[config.mk]
export PLATFORM = sky130hd
export DESIGN_NAME = cpcp_top
export DESIGN_NICKNAME = d
export VERILOG_FILES = /design/src/design/cpcp_pkg.sv /design/src/design/cpcp_sync.sv /design/src/design/cpcp_top.sv
export VERILOG_INCLUDE_DIRS = /design/src /design/src/design
export SDC_FILE = /design/constraint.sdc
export NUM_CORES = 1
export LEC_CHECK = 0
export ABC_AREA = 1
export ABC_CLOCK_PERIOD_IN_PS = 2370
export BUFFER_PORTS_ARGS = -buffer_cell sky130_fd_sc_hd__buf_2
export CORE_AREA = 5 5 255 257
export CTS_BUF_LIST = sky130_fd_sc_hd__clkbuf_4
export CTS_CLUSTER_DIAMETER = 80
export DETAILED_ROUTE_END_ITERATION = 12
export DIE_AREA = 0 0 260 262
export PLACE_DENSITY = 0.68
export SETUP_SLACK_MARGIN = 0.1
export SYNTH_ARGS = -nofsm -noshare
export SYNTH_HDL_FRONTEND = slang
export SYNTH_SLANG_ARGS = --single-unit
[constraint.sdc]
create_clock -name pclk -period 2.37 [get_ports pclk]
set_input_delay 0.474 -clock pclk [delete_from_list [all_inputs] [get_ports pclk]]
set_output_delay 0.474 -clock pclk [all_outputs]
set_load 0.05 [all_outputs]
[src/design/cpcp_cfg.svh]
// constants for the copper port crossover/polarity block: offsets, fields, resets, timing
// assumes inclusion by bare name from the package and the top module
`ifndef CPCP_CFG_SVH
`define CPCP_CFG_SVH

`define CPCP_NPORT        8                 // copper ports
`define CPCP_NPAIR        4                 // media pairs per port
`define CPCP_CLK_KHZ      25000             // pclk rate in kHz
`define CPCP_SAMPLE_MS    62                // crossover sample window in ms
`define CPCP_SAMPLE_CYC   (`CPCP_SAMPLE_MS * `CPCP_CLK_KHZ)

// speed codes
`define CPCP_SPD_10       2'h0
`define CPCP_SPD_100      2'h1
`define CPCP_SPD_1000     2'h2

// ability bit positions in advert/partner words
`define CPCP_ABL_10       0
`define CPCP_ABL_100      1
`define CPCP_ABL_1000     2

// register byte offsets
`define CPCP_OFS_AN_DIS   8'h00
`define CPCP_OFS_XO_DIS   8'h04
`define CPCP_OFS_XO_FIX   8'h08
`define CPCP_OFS_FORCE    8'h0c
`define CPCP_OFS_ADVERT   8'h10
`define CPCP_OFS_LINK     8'h14
`define CPCP_OFS_CROSSED  8'h18
`define CPCP_OFS_SPEED    8'h1c

// reset values
`define CPCP_RST_AN_DIS   8'h00
`define CPCP_RST_XO_DIS   8'h00
`define CPCP_RST_XO_FIX   8'h00
`define CPCP_RST_FORCE    16'haaaa
`define CPCP_RST_ADVERT   3'h7
`define CPCP_LFSR_SEED    11'h5a5

`endif

[src/design/cpcp_pkg.sv]
// types for the copper port crossover/polarity block
// assumes cpcp_cfg.svh is on the include path
`include "cpcp_cfg.svh"

package cpcp_pkg;
    typedef logic [1:0] cpcp_speed_t;             // one of the speed codes
    typedef logic [2:0] cpcp_ability_t;           // 10/100/1000 ability mask
    typedef enum logic [1:0] {
        ST_HUNT,                                  // searching pair mapping
        ST_NEGOT,                                 // mapping locked, resolving speed
        ST_LINK                                   // link up
    } cpcp_port_st_t;
endpackage : cpcp_pkg

[src/design/cpcp_sync.sv]
// two flip-flop synchroniser for a bus of independent levels
// assumes each bit is a quasi-static level; no word coherency across bits
`timescale 1ns/1ps
`default_nettype none

module cpcp_sync #(
    parameter int WIDTH = 1
) (
    input  wire logic             pclk,
    input  wire logic             presetn,
    input  wire logic [WIDTH-1:0] async_in,
    output logic      [WIDTH-1:0] sync_out
);
    logic [WIDTH-1:0] meta;                       // first stage, read only by second

    // two stages, nothing else looks at meta
    always_ff @(posedge pclk or negedge presetn) begin
        if (!presetn) begin
            meta     <= '0;
            sync_out <= '0;
        end else begin
            meta     <= async_in;
            sync_out <= meta;
        end
    end
endmodule : cpcp_sync

`default_nettype wire

[src/design/cpcp_top.sv]
// copper port crossover, speed and polarity control for eight twisted-pair ports
// assumes async pair/partner indications from the analog front end, APB from the switch cpu
//
// Overview of operation
// - every port runs at 10, 100 or 1000; a forced code 3 is taken as is
// - negotiate highest speed both sides advertise
// - setting disables negotiation, forces chosen speed
// - automatic crossover enabled by default everywhere
// - straight/crossed pair mapping per speed, swapped pairs
// - fixed partner: pick mapping before negotiating
// - capable partner: randomized crossover resolution
// - setting disables automatic crossover per port
// - correct receive polarity at 1000 and 10
`timescale 1ns/1ps
`default_nettype none
`include "cpcp_cfg.svh"

module cpcp_top
    import cpcp_pkg::*;
#(
    parameter int NPORT      = `CPCP_NPORT,
    parameter int SAMPLE_CYC = `CPCP_SAMPLE_CYC     // shorten in simulation
) (
    input  wire logic                  pclk,
    input  wire logic                  presetn,
    input  wire logic                  psel,
    input  wire logic                  penable,
    input  wire logic                  pwrite,
    input  wire logic [7:0]            paddr,
    input  wire logic [31:0]           pwdata,
    output logic      [31:0]           prdata,
    output logic                       pready,
    output logic                       pslverr,
    input  wire logic [NPORT*4-1:0]    pair_energy,
    input  wire logic [NPORT*4-1:0]    pair_rx_inverted,
    input  wire logic [NPORT*3-1:0]    partner_ability,
    input  wire logic [NPORT-1:0]      partner_page_valid,
    output logic      [NPORT-1:0]      link_up,
    output logic      [NPORT-1:0]      pair_crossed,
    output logic      [NPORT*2-1:0]    port_speed,
    output logic      [NPORT*4-1:0]    media_pair_lines_tx_en,
    output logic      [NPORT*4-1:0]    pol_fix
);
    localparam int SYNC_W = NPORT * 12;

    // configuration held by software
    logic [7:0]           an_dis;                 // per-port negotiation off
    logic [7:0]           xo_dis;                 // per-port auto crossover off
    logic [7:0]           xo_fix;                 // fixed mapping when crossover off
    logic [15:0]          force_speed;            // two bits per port
    cpcp_ability_t        advert;                 // local abilities

    // synchronised front-end levels
    logic [SYNC_W-1:0]    sync_q;
    logic [NPORT*4-1:0]   energy_s;
    logic [NPORT*4-1:0]   inv_s;
    logic [NPORT*3-1:0]   abl_s;
    logic [NPORT-1:0]     page_s;

    // every front-end pin input passes two flops before any logic reads it; apb inputs are used directly
    cpcp_sync #(.WIDTH(SYNC_W)) u_sync (
        .pclk     (pclk),
        .presetn  (presetn),
        .async_in ({partner_page_valid, partner_ability, pair_rx_inverted, pair_energy}),
        .sync_out (sync_q)
    );

    assign energy_s = sync_q[NPORT*4-1:0];
    assign inv_s    = sync_q[NPORT*8-1:NPORT*4];
    assign abl_s    = sync_q[NPORT*11-1:NPORT*8];
    assign page_s   = sync_q[NPORT*12-1:NPORT*11];

    // apb access phase qualifier
    logic apb_wr;
    assign apb_wr = psel & penable & pready & pwrite;

    // zero-wait slave: pready high in the first access cycle
    always_ff @(posedge pclk or negedge presetn) begin
        if (!presetn) begin
            pready <= 1'b0;
        end else begin
            pready <= psel & ~penable;
        end
    end

    // read data and error captured during setup, stable through access
    always_ff @(posedge pclk or negedge presetn) begin
        if (!presetn) begin
            prdata  <= 32'h0000_0000;
            pslverr <= 1'b0;
        end else if (psel && !penable) begin
            pslverr <= 1'b0;
            case (paddr)
                `CPCP_OFS_AN_DIS:  prdata <= {24'h00_0000, an_dis};
                `CPCP_OFS_XO_DIS:  prdata <= {24'h00_0000, xo_dis};
                `CPCP_OFS_XO_FIX:  prdata <= {24'h00_0000, xo_fix};
                `CPCP_OFS_FORCE:   prdata <= {16'h0000, force_speed};
                `CPCP_OFS_ADVERT:  prdata <= {29'h0000_0000, advert};
                `CPCP_OFS_LINK:    prdata <= {24'h00_0000, link_up};
                `CPCP_OFS_CROSSED: prdata <= {24'h00_0000, pair_crossed};
                `CPCP_OFS_SPEED:   prdata <= {16'h0000, port_speed};
                default: begin                     // unmapped: zero data, error
                    prdata  <= 32'h0000_0000;
                    pslverr <= 1'b1;
                end
            endcase
        end else begin
            pslverr <= 1'b0;                       // error stands with pready only
        end
    end

    // configuration writes; read-only and unmapped words ignore writes
    always_ff @(posedge pclk or negedge presetn) begin
        if (!presetn) begin
            an_dis      <= `CPCP_RST_AN_DIS;
            xo_dis      <= `CPCP_RST_XO_DIS;
            xo_fix      <= `CPCP_RST_XO_FIX;
            force_speed <= `CPCP_RST_FORCE;
            advert      <= `CPCP_RST_ADVERT;
        end else if (apb_wr) begin
            case (paddr)
                `CPCP_OFS_AN_DIS: an_dis      <= pwdata[7:0];
                `CPCP_OFS_XO_DIS: xo_dis      <= pwdata[7:0];
                `CPCP_OFS_XO_FIX: xo_fix      <= pwdata[7:0];
                `CPCP_OFS_FORCE:  force_speed <= pwdata[15:0];
                `CPCP_OFS_ADVERT: advert      <= pwdata[2:0];
                default: begin                     // nothing stored
                end
            endcase
        end
    end

    // one identical controller per copper port
    genvar g;
    for (g = 0; g < NPORT; g++) begin : g_port
        cpcp_port_st_t state;                     // port state
        logic [31:0]   timer;                     // crossover sample window
        logic [10:0]   lfsr;                      // random toggle source
        logic          crossed;                   // current pair mapping
        logic          link;                      // link indication
        cpcp_speed_t   speed;                     // resolved speed
        logic [3:0]    tx_en;                     // pairs being driven
        logic [3:0]    pfix;                      // polarity inversions applied
        logic          rx_live;                   // energy on the receive pair
        cpcp_ability_t common;                    // shared abilities
        cpcp_speed_t   best;                      // fastest shared speed
        logic [3:0]    inv;                       // synced polarity readings

        // receive pair is 1 straight, 0 crossed
        assign rx_live = crossed ? energy_s[g*4] : energy_s[g*4+1];
        assign common  = advert & abl_s[g*3 +: 3];
        assign inv     = inv_s[g*4 +: 4];

        // fastest speed both ends advertise
        always_comb begin
            if (common[`CPCP_ABL_1000]) begin
                best = `CPCP_SPD_1000;
            end else if (common[`CPCP_ABL_100]) begin
                best = `CPCP_SPD_100;
            end else begin
                best = `CPCP_SPD_10;
            end
        end

        // free-running lfsr, distinct seed per port so two ends rarely stay in step
        always_ff @(posedge pclk or negedge presetn) begin
            if (!presetn) begin
                lfsr <= `CPCP_LFSR_SEED ^ 11'(g);
            end else begin
                lfsr <= {lfsr[9:0], lfsr[10] ^ lfsr[8]};
            end
        end

        // port state machine: hunt mapping, then speed, then link
        always_ff @(posedge pclk or negedge presetn) begin
            if (!presetn) begin
                state   <= ST_HUNT;
                timer   <= 32'h0000_0000;
                crossed <= 1'b0;
                link    <= 1'b0;
                speed   <= `CPCP_SPD_1000;
            end else begin
                case (state)
                    ST_HUNT: begin
                        link <= 1'b0;
                        if (xo_dis[g]) begin
                            crossed <= xo_fix[g];
                            timer   <= 32'h0000_0000;
                            if (rx_live && crossed == xo_fix[g]) begin
                                state <= ST_NEGOT;
                            end
                        end else if (rx_live) begin
                            timer <= 32'h0000_0000;
                            state <= ST_NEGOT;
                        end else if (timer == 32'(SAMPLE_CYC - 1)) begin
                            timer <= 32'h0000_0000;
                            if (lfsr[0]) begin
                                crossed <= ~crossed;
                            end
                        end else begin
                            timer <= timer + 32'h0000_0001;
                        end
                    end
                    ST_NEGOT: begin
                        if (!rx_live) begin
                            state <= ST_HUNT;             // partner gone, search again
                        end else if (an_dis[g]) begin
                            speed <= force_speed[g*2 +: 2];
                            link  <= 1'b1;
                            state <= ST_LINK;
                        end else if (page_s[g] && common != 3'h0) begin
                            speed <= best;
                            link  <= 1'b1;
                            state <= ST_LINK;
                        end
                    end
                    ST_LINK: begin
                        // leaving link on energy loss; config changes apply at next hunt
                        if (!rx_live) begin
                            link  <= 1'b0;
                            state <= ST_HUNT;
                        end
                    end
                    default: begin
                        state <= ST_HUNT;
                        link  <= 1'b0;
                    end
                endcase
            end
        end

        // driven pairs: all four at gigabit, one transmit pair otherwise
        always_ff @(posedge pclk or negedge presetn) begin
            if (!presetn) begin
                tx_en <= 4'h1;
            end else if (link && speed == `CPCP_SPD_1000) begin
                tx_en <= 4'hf;
            end else begin
                tx_en <= crossed ? 4'h2 : 4'h1;
            end
        end

        // polarity fix on receive pairs; 100 mode ignores polarity
        always_ff @(posedge pclk or negedge presetn) begin
            if (!presetn) begin
                pfix <= 4'h0;
            end else if (!link) begin
                pfix <= 4'h0;
            end else begin
                case (speed)
                    `CPCP_SPD_1000: pfix <= inv;
                    `CPCP_SPD_10:   pfix <= crossed ? {3'h0, inv[0]}
                                                    : {2'h0, inv[1], 1'b0};
                    default:        pfix <= 4'h0;
                endcase
            end
        end

        // outputs straight from the per-port flops
        assign link_up[g]                   = link;
        assign pair_crossed[g]              = crossed;
        assign port_speed[g*2 +: 2]         = speed;
        assign media_pair_lines_tx_en[g*4 +: 4] = tx_en;
        assign pol_fix[g*4 +: 4]            = pfix;
    end
endmodule : cpcp_top

`default_nettype wire

---- Word level (Yosys, flattened, before mapping) ----
Index checks and enable logic that the tools add are counted.
operators by class
  $add $sub $neg .......................... 8
  equality and inequality tests ........... 103
  multiplexer cells ....................... 243
  bitwise logic cells ..................... 29
  reduce and logical (&&, ||, !) cells .... 113
operators with widths
  kind                   count
  $mux 32                24
  $add 32x1->32 const B  8
  $eq 32x21->1 const B   8
  $mux 2                 96
  $pmux 16 s8            1
  $mux 1                 82
  $ne 3x3->1 const B     24
  $mux 4                 16
  $pmux 4 s2             8
  $reduce_and 4->1       16
  $ne 2x2->1 const B     24
  $pmux 2 s3             8
  $reduce_and 3->1       16
  $reduce_bool 2->1      24
  $eq 2x2->1 const B     16
  $eq 8x5->1 const B     4
  $logic_not 2->1        16
  $ne 4x4->1 const B     8
  $logic_and 1x1->1      25
  $and 3x3->3            8
  $reduce_bool 3->1      8
  $eq 2x1->1 const B     8
  $eq 8x4->1 const B     2
  $pmux 1 s2             8
  9 further kinds        38
word-level totals
  flip-flop bits (word level) ............. 725
  input bits .............................. 141
  output and inout port bits .............. 130
  logic and storage cells ................. 570

---- Depth between registers and ports, before layout ----
Gate-level depths: netlist of the first run.
  depth after elaboration ................. 7
  gate-level depth with buffers ........... 11
  depth with buffers taken out ............ 11

---- By module ----
From an unflattened synthesis of the first run, not the netlist that was laid out.
unflattened totals
  cells, all modules ...................... 3785
  area, all modules ....................... 31687.9 um^2
by module, submodules not included
  module     instances  cells each  area an instance (um^2)  seq. area each (um^2)
  cpcp_top   1          3593        26883.3                  12826.1
  cpcp_sync  1          192         4804.6                   4804.6

---- Least setup slack after synthesis of the first run ----
Ideal clock, no wire load.
  path type ............................... reg2reg
  from .................................... register pready
  to ...................................... register xo_fix[6]
  library setup time ...................... 0.122 ns
  data arrival time ....................... 1.514 ns
  data required time ...................... 2.248 ns
  setup slack ............................. 0.734 ns
  stages on the path, launching flop included .. 7
  path buffers ............................ 1
  clock period less this slack ............ 1.636 ns
  cells stage by stage .................... dfrtp_1 > nand2_1 > nor2_4 > nand3_1 > buf_2 > nand2_1 > o21ai_1
on the way
  cells in the longest elaborated chain, start to end .. 3
ends and longest elaborated chain
  item                               RTL line         source
  from (decl)                        cpcp_top.sv:32   output logic pready,
  from (signal assigned)             cpcp_top.sv:82   pready <= psel & ~penable;
  $and 1x1->1 (2 in a row)           cpcp_top.sv:75   assign apb_wr = psel & penable & pready & pwrite;
  $reduce_and 2->1 (no source line)  -
  to (signal assigned)               cpcp_top.sv:117  xo_fix <= `CPCP_RST_XO_FIX;
  to (signal assigned)               cpcp_top.sv:124  `CPCP_OFS_XO_FIX: xo_fix <= pwdata[7:0];
  to (decl)                          cpcp_top.sv:49   logic [7:0] xo_fix;
Every way passes these cells.
A chain may end at the register's enable or synchronous reset.

---- Worst setup path in the final report of the first run ----
  from .................................... register g_port[0].speed[1]
  to ...................................... output port port_speed[1]
RTL lines
  item                    RTL line         source
  from (decl)             cpcp_top.sv:141  cpcp_speed_t speed;
  from (signal assigned)  cpcp_top.sv:181  speed <= `CPCP_SPD_1000;
  from (signal assigned)  cpcp_top.sv:208  speed <= force_speed[g*2 +: 2];
  from (signal assigned)  cpcp_top.sv:212  speed <= best;
  to (decl)               cpcp_top.sv:40   output logic [NPORT*2-1:0] port_speed,
No word-level cell between the ends.

==> results of run 1 <==
routing by layer:
metal,routed length (um),vias up
met2,36200,728
met3,5690,164
met4,2250,12
met5,75,-
li1,-,12700
met1,35700,12100
sequential cells by signal (all words and copies together) (netlist names), 24 cells and up:
signal / flops
g_port.tx_en: 24
u_sync.sync_out: 80
g_port.timer: 256
u_sync.meta: 80
g_port.lfsr: 88
g_port.pfix: 32
kinds of logic after synthesis:
kind of cell	after synthesis	synth area share, %
AOI/OAI and AO/OA	202	3.62
buffers and inverters	537	7.40
DFF	669	54.4
and+or+nand+nor	2162	30.2
muxes	3	0.0970
other	1	0.0121
xor gates and xnor gates	139	3.93
adders and majority gates	8	0.323
through the flow:
| step | worst slack (ps) | power (mW) | instances | cell area (um^2) |
|---|---|---|---|---|
| 2_1_floorplan | 734 | 13.6 | 3736 | 31000 |
| 3_3_place_gp | 176 | 14.3 | 4763 | 33100 |
| 3_5_place_dp | 139 | 14.4 | 4763 | 33100 |
| 4_1_cts | 18.6 | 25.1 | 5231 | 37100 |
| 5_1_grt | 41.7 | 26.1 | 5238 | 37100 |
| 6_report | 145 | 24.7 | 5239 | 37100 |
worst max path at each step:
stage / from / end / slack (ps) / depth (start not counted)
after global routing: g_port[3].speed[1]$_DFFE_PN1P_ / port_speed[7] / 40 / 1
after detailed placement: paddr[1] / force_speed[14]$_DFFE_PN0P_ / 140 / 9
after global placement: paddr[1] / force_speed[12]$_DFFE_PN0P_ / 180 / 9
after floorplan: pready$_DFF_PN0_ / xo_fix[6]$_DFFE_PN0P_ / 730 / 6
final: g_port[0].speed[1]$_DFFE_PN1P_ / port_speed[1] / 140 / 1
after CTS: g_port[7].speed[1]$_DFFE_PN1P_ / port_speed[15] / 20 / 1
what timing repair did:
| item | in CTS | in global routing |
|---|---|---|
| endpoints found under the hold margin | 769 | 0 |
| setup buffers | 15 | 0 |
| hold buffers | 135 | 0 |
| gates resized for setup | 88 | 4 |
| endpoints found under the setup margin | 41 | 23 |
worst register-to-register path, cell delays in order (launching register included):
cell,delay [ps]
dfrtp_1,370
nand2_1,100
nor2_4,360
dlygate4sd3_1,720
nand2_1,190
o21ai_0,220
cell type report:
type	instances	share of cell area [%]
timing repair buffer	415	8.80
antenna	8	0.0539
clock inverter	57	1.03
tap	846	2.85
clock buffer	261	5.28
sequential	669	45.4
inverter	453	4.60
multi-input combinational	2530	32.0
Yosys cell counts (25+ instances only):
master   count  share of area, %
xnor2_1     34              0.96
nand2_2     25              0.51
xor2_1     105               3.0
dfstp_2     71               6.0
a21oi_1     25              0.40
nand2_1   1037                13
o21ai_1     35              0.57
dfrtp_1    598                48
nor2_2      57               1.2
nor2_1     587               7.1
inv_1      428               5.2
o21ai_0    100               1.6
nor3_1      65               1.1
nand4_1     70               1.4
buf_4       54               1.3
nand3_1    248               4.0
power by group:
group          total [mW]  leakage, nW  switching, mW  internal (mW)
clock                10.4         1.37           4.84           5.52
combinational        2.27         7.90           1.55          0.718
sequential           12.1         8.64          0.285           11.8
total                24.7         17.9           6.68           18.0
==> impl_metrics.tcl, run 1 <==
set metrics [dict create \
    ff2ff_path_depth 5 \
    ys_seq_elements 669 \
    worstPathCellList "buf_8" \
    portBuffers 222 \
    critPathCaptureType "output port" \
    path_buf_inv 1 \
    critPathTopFamily "flip-flops" \
    die_x_um 260 \
    fin_nets 4391 \
    min-delay-start "partner_ability[0]" \
    slowest_stage "dfstp_2" \
    status "finished clean" \
    rsz0062_at_grt "true" \
    grt_max_degree 102 \
    clk_latency_ps 1020 \
    final_hold_viol_count 0 \
    regToRegSetupSlack_ps 320 \
    cts_buffer_depth 3 \
    gp_congestion 0.912 \
    core.rowCount 92 \
    globalRouteOverflowTotal 0 \
    layout-area-overhead-vs-synth_pct 20.0 \
    dp.final_hpwl_um 55500 \
    slew_headroom_pct 27.8 \
    routedWlPerCell_um 15.3 \
    syn_area_um2 31000 \
    fin_util_pct 59.4 \
    start_kind "flop" \
    mostFrequentLayoutCells "nand2_1, nor2_1, dfrtp_1" \
    final_common_cell "nand2_1" \
    crit_arrival_ps 1750 \
    cts_buffers 173 \
    cp_max_fo 2 \
    worstReg2RegStart "pready$_DFF_PN0_" \
    die_y_um 262 \
    dr.pass1.iters 5 \
    grt_pass1_vias 25200 \
    setup_viol 0 \
    globalRouteMet1Util_pct 32.0 \
    regArea_um2 16800 \
    yosys_warnings 0 \
    cts_tree "done" \
    fillers 5589 \
    drv_slew 0 \
    cts_num_sinks 669 \
    grtUsageMet2_pct 36.4 \
    worstMarginPinSlew_ps 1080 \
    vias 25700 \
    final.setup.tns_ps 0 \
    grt_usage_pct 23.6 \
    grt_pass1_wl_um 129000 \
    start_util_pct 49.5 \
    clk_pin_slew_ps 70 \
    cts-root-buf "clkbuf_4" \
    drt_wl_total_um 80000 \
    skew_ps 47.2 \
    maxCapViolations 0 \
    grt_antenna_before_repair 11 \
    io_pins 271 \
    first_iter_violations 2005 \
    gr-usage-met3_pct 6.57 \
    whs_ps 114 \
    synth_seq_area_share_pct 54.4 \
    regToRegEndpoint "advert[1]$_DFFE_PN1P_" \
    hold_path.class "primary input to flop" \
    drtAntennaViolNets 0 \
    synth_flop_cell "dfrtp_1" \
    static-leakage-power_nw 17.9 \
    htree_levels 4 \
    drive_gt1_share_pct 18.7 \
    synth.distinct_cells 53 \
    core_area_um2 62500 \
    synth_edf_count 0 \
    worstPathRequired_ps 1900 \
    synthCells 3721 \
    dieArea_um2 68100 \
    fmax_mhz 449 \
    whs_endpoint "u_sync.meta[64]$_DFF_PN0_" \
    peakVddDrop_uv 424 \
    path_class "flop to output port" \
    power_density_nw_per_um2 666 \
    drc_errors 0 \
    multi_input_area_um2 11900 \
    grt-busiest-layer "met2" \
    holdPathStages 2 \
    critPathMaxStageDelay_ps 580 \
    min_period_ps 2230 \
    ys_async_sr_fraction_pct 100 \
    vias_per_cell 4.90 \
    postSynthAreaPerCell_um2 8.32 \
    post-route-period-util_pct 93.9 \
]
Power figures use the tool's default switching activity.
==> run 2: changes to the inputs <==
--- a/config.mk
+++ b/config.mk
@@ -6,14 +6,13 @@
 export SDC_FILE = /design/constraint.sdc
 export NUM_CORES = 1
 export LEC_CHECK = 0
-export ABC_AREA = 1
 export ABC_CLOCK_PERIOD_IN_PS = 2370
 export BUFFER_PORTS_ARGS = -buffer_cell sky130_fd_sc_hd__buf_2
-export CORE_AREA = 5 5 255 257
+export CORE_AREA = 5 5 243 245
 export CTS_BUF_LIST = sky130_fd_sc_hd__clkbuf_4
 export CTS_CLUSTER_DIAMETER = 80
 export DETAILED_ROUTE_END_ITERATION = 12
-export DIE_AREA = 0 0 260 262
+export DIE_AREA = 0 0 248 250
 export PLACE_DENSITY = 0.68
 export SETUP_SLACK_MARGIN = 0.1
 export SYNTH_ARGS = -nofsm -noshare
==> run 2 against run 1 <==
Net effect:
- first-iteration DRC count fell by 34%
- critical path type unchanged
- routed wire length fell by 13%
- largest cell class unchanged
- register-to-register slack got worse by 90 ps
- critical endpoint is now port_speed[13]
==> impl_metrics.tcl, run 2 <==
set metrics [dict create \
    hold_path.class "primary input to flop" \
    gp_congestion 0.856 \
    worstMarginPinSlew_ps 614 \
    routedWlPerCell_um 17.9 \
    skew_ps 57.0 \
    globalRouteOverflowTotal 0 \
    whs_ps 129 \
    power_density_nw_per_um2 685 \
    dp.final_hpwl_um 45300 \
    pre_cts_slack_ps 36.3 \
    worstPathCellList "buf_8" \
    cts_tree "done" \
    grt_max_degree 82 \
    synth_edf_count 0 \
    grt_usage_pct 22.8 \
    largest_reg_flops 256 \
    synthCells 2465 \
    ys_seq_elements 669 \
    path_buf_inv 1 \
    clk_pin_slew_ps 70 \
    synth_most_common_cell "dfrtp_1" \
    drt_wl_total_um 69800 \
    worstPathRequired_ps 1900 \
    vias_per_cell 5.42 \
    start_util_pct 49.0 \
    grt_pass1_vias 21700 \
    ys_top_cells_by_area "dfrtp_1, dfstp_2, xor2_1" \
    fillers 4585 \
    yosys_warnings 0 \
    fmax_mhz 448 \
    dieArea_um2 62000 \
    reg_top3 "g_port.timer x256, g_port.lfsr x88" \
    slew_headroom_pct 58.9 \
    layout-area-overhead-vs-synth_pct 22.7 \
    critPathMaxStageDelay_ps 600 \
    htree_levels 4 \
    critPathCaptureType "output port" \
    final_hold_viol_count 0 \
    first_iter_violations 1327 \
    synth_top_area_share_pct 53.7 \
    ys_async_sr_fraction_pct 100 \
    postSynthAreaPerCell_um2 11.3 \
    setup_viol 0 \
    fin_nets 3131 \
    grt_antenna_before_repair 4 \
    cts_buffer_depth 3 \
    post-route-period-util_pct 94.3 \
    static-leakage-power_nw 16.0 \
    status "finished clean" \
    cts-root-buf "clkbuf_4" \
    synth.distinct_cells 83 \
    clk_latency_ps 1000 \
    synth_flop_cell "dfrtp_1" \
    io_pins 271 \
    critPathTopFamily "flip-flops" \
    synth_seq_area_share_pct 60.4 \
    start_kind "flop" \
    mostFrequentLayoutCells "dfrtp_1, nor2_1, clkbuf_4" \
    dr.pass1.iters 7 \
    top_register "g_port.timer" \
    maxCapViolations 0 \
    synth_largest_area_cell "dfrtp_1" \
    portBuffers 222 \
    drv_slew 0 \
    slowest_stage "dfstp_2" \
    syn_area_um2 27900 \
    synth_commonest_cells "dfrtp_1, nor2_1, nand2_1, xor2_1, nand3_1" \
    drtAntennaViolNets 0 \
    fin_util_pct 60.1 \
    drc_errors 0 \
    rsz0062_at_grt "true" \
    cts_buffers 169 \
    path_class "flop to output port" \
    core_area_um2 56900 \
    die_y_um 250 \
    die_x_um 248 \
    cts_num_sinks 669 \
    cp_max_fo 2 \
    core.rowCount 88 \
    peakVddDrop_uv 524 \
    drive_gt1_share_pct 25.5 \
    grt_pass1_wl_um 113000 \
    min_period_ps 2230 \
    final_common_cell "dfrtp_1" \
    fin_ws_ps 136 \
    crit_arrival_ps 1760 \
    vias 21100 \
]
## run 2: cell types whose count changed after synthesis, moves of 57 or more
cell	previous run	this run
and3_1	1	58
nand3_1	248	136
inv_1	428	46
nand2_1	1037	196
nor2_1	587	274
## run 2: path summary, 6_finish.rpt
path	from	end	slack, ps	depth (start not counted)
min in group asynchronous	presetn	g_port[4].tx_en[0]$_DFF_PN1_	220	2
min reg2reg	u_sync.meta[84]$_DFF_PN0_	u_sync.sync_out[84]$_DFF_PN0_	340	0
min	pair_rx_inverted[23]	u_sync.meta[55]$_DFF_PN0_	130	2
max	g_port[6].speed[1]$_DFFE_PN1P_	port_speed[13]	140	1
max in group asynchronous	presetn	g_port[0].tx_en[0]$_DFF_PN1_	1630	3
max reg2reg	g_port[5].timer[27]$_DFFE_PN0P_	g_port[5].crossed$_DFFE_PN0P_	230	5
## run 2: layout make-up
cell class                      instances  area [um^2]  share of cell area (%)
Clock buffer                          240         1800                    5.27
Clock inverter                         70          412                    1.20
Antenna cell                            4         10.0                  0.0293
Sequential cell                       669        16900                    49.3
Timing Repair Buffer                  454         3690                    10.8
Tap cell                              765          957                    2.80
Multi-Input combinational cell       1642        10300                    30.1
Inverter                               46          173                   0.505
## run 2: power by group
group	switching (mW)	leakage, nW	internal, mW
sequential	0.259	8.59	11.7
clock	4.73	1.31	5.16
combinational	0.966	6.14	0.581
## run 2: routing by layer
metal  GRT usage, %  up-vias  part of all wire, %
met2           36.3      615                   49
met3           5.84      122                  6.2
met4           9.19        2                  3.0
met5              0        -                0.010
met1           30.0    10600                   42
li1               -     9780                    -
## run 2: timing repair
action | 4_1_cts | 5_1_grt
hold buffers | 118 | 0
setup buffers | 23 | 0
cloned | 0 | 0
resized for setup | 118 | 8
endpoints found under the setup margin | 54 | 51
endpoints found under the hold margin | 739 | 0
## run 2: cells by family after synthesis
group / Yosys count / synth area share (%)
AND/OR/NAND/NOR: 1068 / 20.3
flip-flops: 669 / 60.4
AO/OA/AOI/OAI: 251 / 5.78
XOR/XNOR: 207 / 6.51
buffers and inverters: 169 / 2.97
multiplexers: 92 / 3.73
adder cells (fa/ha/maj): 8 / 0.359
other: 1 / 0.0135
## run 2: through the flow
step	total power [mW]	instance area (um^2)	TNS, ps	std cells
after global placement	13.5	30200	0	3435
after global routing	24.6	34200	-4.68	3888
after detailed placement	13.5	30200	0	3435
final	23.4	34200	0	3890
after CTS	23.7	34200	-23.7	3886
after floorplan	12.8	27900	0	2480
==> run 3: changes to the inputs <==
--- a/config.mk
+++ b/config.mk
@@ -8,12 +8,12 @@
 export LEC_CHECK = 0
 export ABC_CLOCK_PERIOD_IN_PS = 2370
 export BUFFER_PORTS_ARGS = -buffer_cell sky130_fd_sc_hd__buf_2
-export CORE_AREA = 5 5 243 245
+export CORE_AREA = 5 5 264 266
 export CTS_BUF_LIST = sky130_fd_sc_hd__clkbuf_4
 export CTS_CLUSTER_DIAMETER = 80
+export CTS_CLUSTER_SIZE = 28
 export DETAILED_ROUTE_END_ITERATION = 12
-export DIE_AREA = 0 0 248 250
-export PLACE_DENSITY = 0.68
+export DIE_AREA = 0 0 269 271
 export SETUP_SLACK_MARGIN = 0.1
 export SYNTH_ARGS = -nofsm -noshare
 export SYNTH_HDL_FRONTEND = slang
==> run 3 against run 2 <==
Net effect:
- sequential power about the same
- via count fell by 5.6%
- cell area decreased by 5.2%
- critical endpoint is now port_speed[3]
- non-clock buffer count decreased by 18
- setup slack got worse by 7.2 ps
- combinational power fell by 4%
- power decreased by 21%
- critical path depth unchanged
==> impl_metrics.tcl, run 3 (synthesized netlist as in run 2, its figures left out) <==
set metrics [dict create \
    peakVddDrop_uv 551 \
    slowest_stage "dfstp_2" \
    power_mw 18.6 \
    first_iter_violations 1394 \
    status "finished clean" \
    die_x_um 269 \
    portBuffers 222 \
    routedWlPerCell_um 18.0 \
    grt_pass1_wl_um 108000 \
    die_y_um 271 \
    start_util_pct 41.7 \
    grt_antenna_before_repair 7 \
    fin_nets 2981 \
    path_buf_inv 1 \
    worstMarginPinSlew_ps 976 \
    drt_wl_total_um 67200 \
    gp_congestion 0.891 \
    power_density_nw_per_um2 574 \
    critPathMaxStageDelay_ps 680 \
    static-leakage-power_nw 14.9 \
    io_pins 271 \
    dp_cells 3545 \
    dr.pass1.iters 5 \
    slew_headroom_pct 34.7 \
    instances_no_fill 3740 \
    routed-wl-met2_um 30800 \
    fin_util_pct 48.5 \
    wl_met3_um 4070 \
    critPathTopFamily "flip-flops" \
    hold_path.class "primary input to flop" \
    vias 19900 \
    top_layer_used "met5" \
    grt_usage_pct 18.2 \
    drive_gt1_share_pct 20.8 \
    min_period_ps 2240 \
    critPathCaptureType "output port" \
    final_common_cell "dfrtp_1" \
    setup_viol 0 \
    top_register "g_port.timer" \
    globalRouteOverflowTotal 0 \
    maxCapViolations 0 \
    skew_ps 62.3 \
    rsz0062_at_grt "true" \
    worstPathCellList "buf_8" \
    crit_arrival_ps 1770 \
    mostFrequentLayoutCells "dfrtp_1, nor2_1, nand2_1" \
    layout-area-overhead-vs-synth_pct 16.3 \
    cts_buffer_depth 3 \
    cts_num_sinks 669 \
    final_hold_viol_count 0 \
    core_area_um2 66800 \
    fmax_mhz 446 \
    clk_pin_slew_ps 280 \
    cts_buffers 37 \
    vias_per_cell 5.32 \
    wl_met1_um 30100 \
    largest_reg_flops 256 \
    drv_slew 0 \
    grt_max_degree 89 \
    cts_tree "done" \
    drtAntennaViolNets 0 \
    final.setup.tns_ps 0 \
    dieArea_um2 72900 \
    core.rowCount 95 \
    path_class "flop to output port" \
    reg_top3 "g_port.timer x256, g_port.lfsr x88" \
    cts-root-buf "clkbuf_4" \
    dp.final_hpwl_um 47200 \
    post-route-period-util_pct 94.6 \
    cp_max_fo 2 \
    worstPathRequired_ps 1900 \
    clk_latency_ps 910 \
    htree_levels 2 \
    grt_pass1_vias 20000 \
    drc_errors 0 \
    start_kind "flop" \
]
run 3: power by group:
part | internal (mW) | total (mW) | switching, mW
clock | 1.24 | 5.14 | 3.91
sequential | 11.7 | 12.0 | 0.236
combinational | 0.529 | 1.49 | 0.964
run 3: layer usage:
layer / up-vias / GRT usage (%)
li1: 9325 / -
met1: 10000 / 25.7
met2: 441 / 28.4
met4: 2 / 6.12
met5: - / 0
met3: 107 / 3.29
run 3: path summary, 6_finish.rpt:
path	depth (start not counted)	slack, ps	endpoint	start
min in group asynchronous	2	210	g_port[4].lfsr[8]$_DFF_PN1_	presetn
setup reg to reg	6	190	g_port[7].crossed$_DFFE_PN0P_	g_port[7].timer[0]$_DFFE_PN0P_
max in group asynchronous	3	770	g_port[2].timer[9]$_DFFE_PN0P_	presetn
hold / removal	3	110	pready$_DFF_PN0_	psel
hold reg to reg	0	340	g_port[6].lfsr[8]$_DFF_PN1_	g_port[6].lfsr[7]$_DFF_PN1_
setup / recovery	1	130	port_speed[3]	g_port[1].speed[1]$_DFFE_PN1P_
run 3: cell type report:
type                    count  area [um^2]
diodes                      6         15.0
repair buffers            436         3320
flip-flops and latches    669        16800
multi-input cells        1642        10300
inverters                  46          173
clock inverters            25          307
well taps                 873         1090
fillers                  6054        34400
clock buffers              43          323
run 3: repair_timing:
item                                    4_1_cts  5_1_grt
setup buffers                                16        6
hold buffers                                 99        0
cloned                                        0        0
pin swaps                                     0        2
resized for setup                            56       18
endpoints found under the setup margin       32       52
hold endpoints to repair                    663        0
run 3: worst min-delay path, delay by kind of cell:
kind	cells	cell delay [ps]
buf+inv	2	320
simple gates	1	100
run 3: stage by stage:
step / cell area, um^2 / hold WS [ps] / setup WS (ps)
floorplan: 27900 / 178 / 112
global placement: 30400 / 333 / 53.5
detailed placement: 30400 / 335 / 47.1
CTS: 32300 / 11.8 / 2.39
global route: 32400 / 64.8 / 44.8
finish: 32400 / 112 / 128
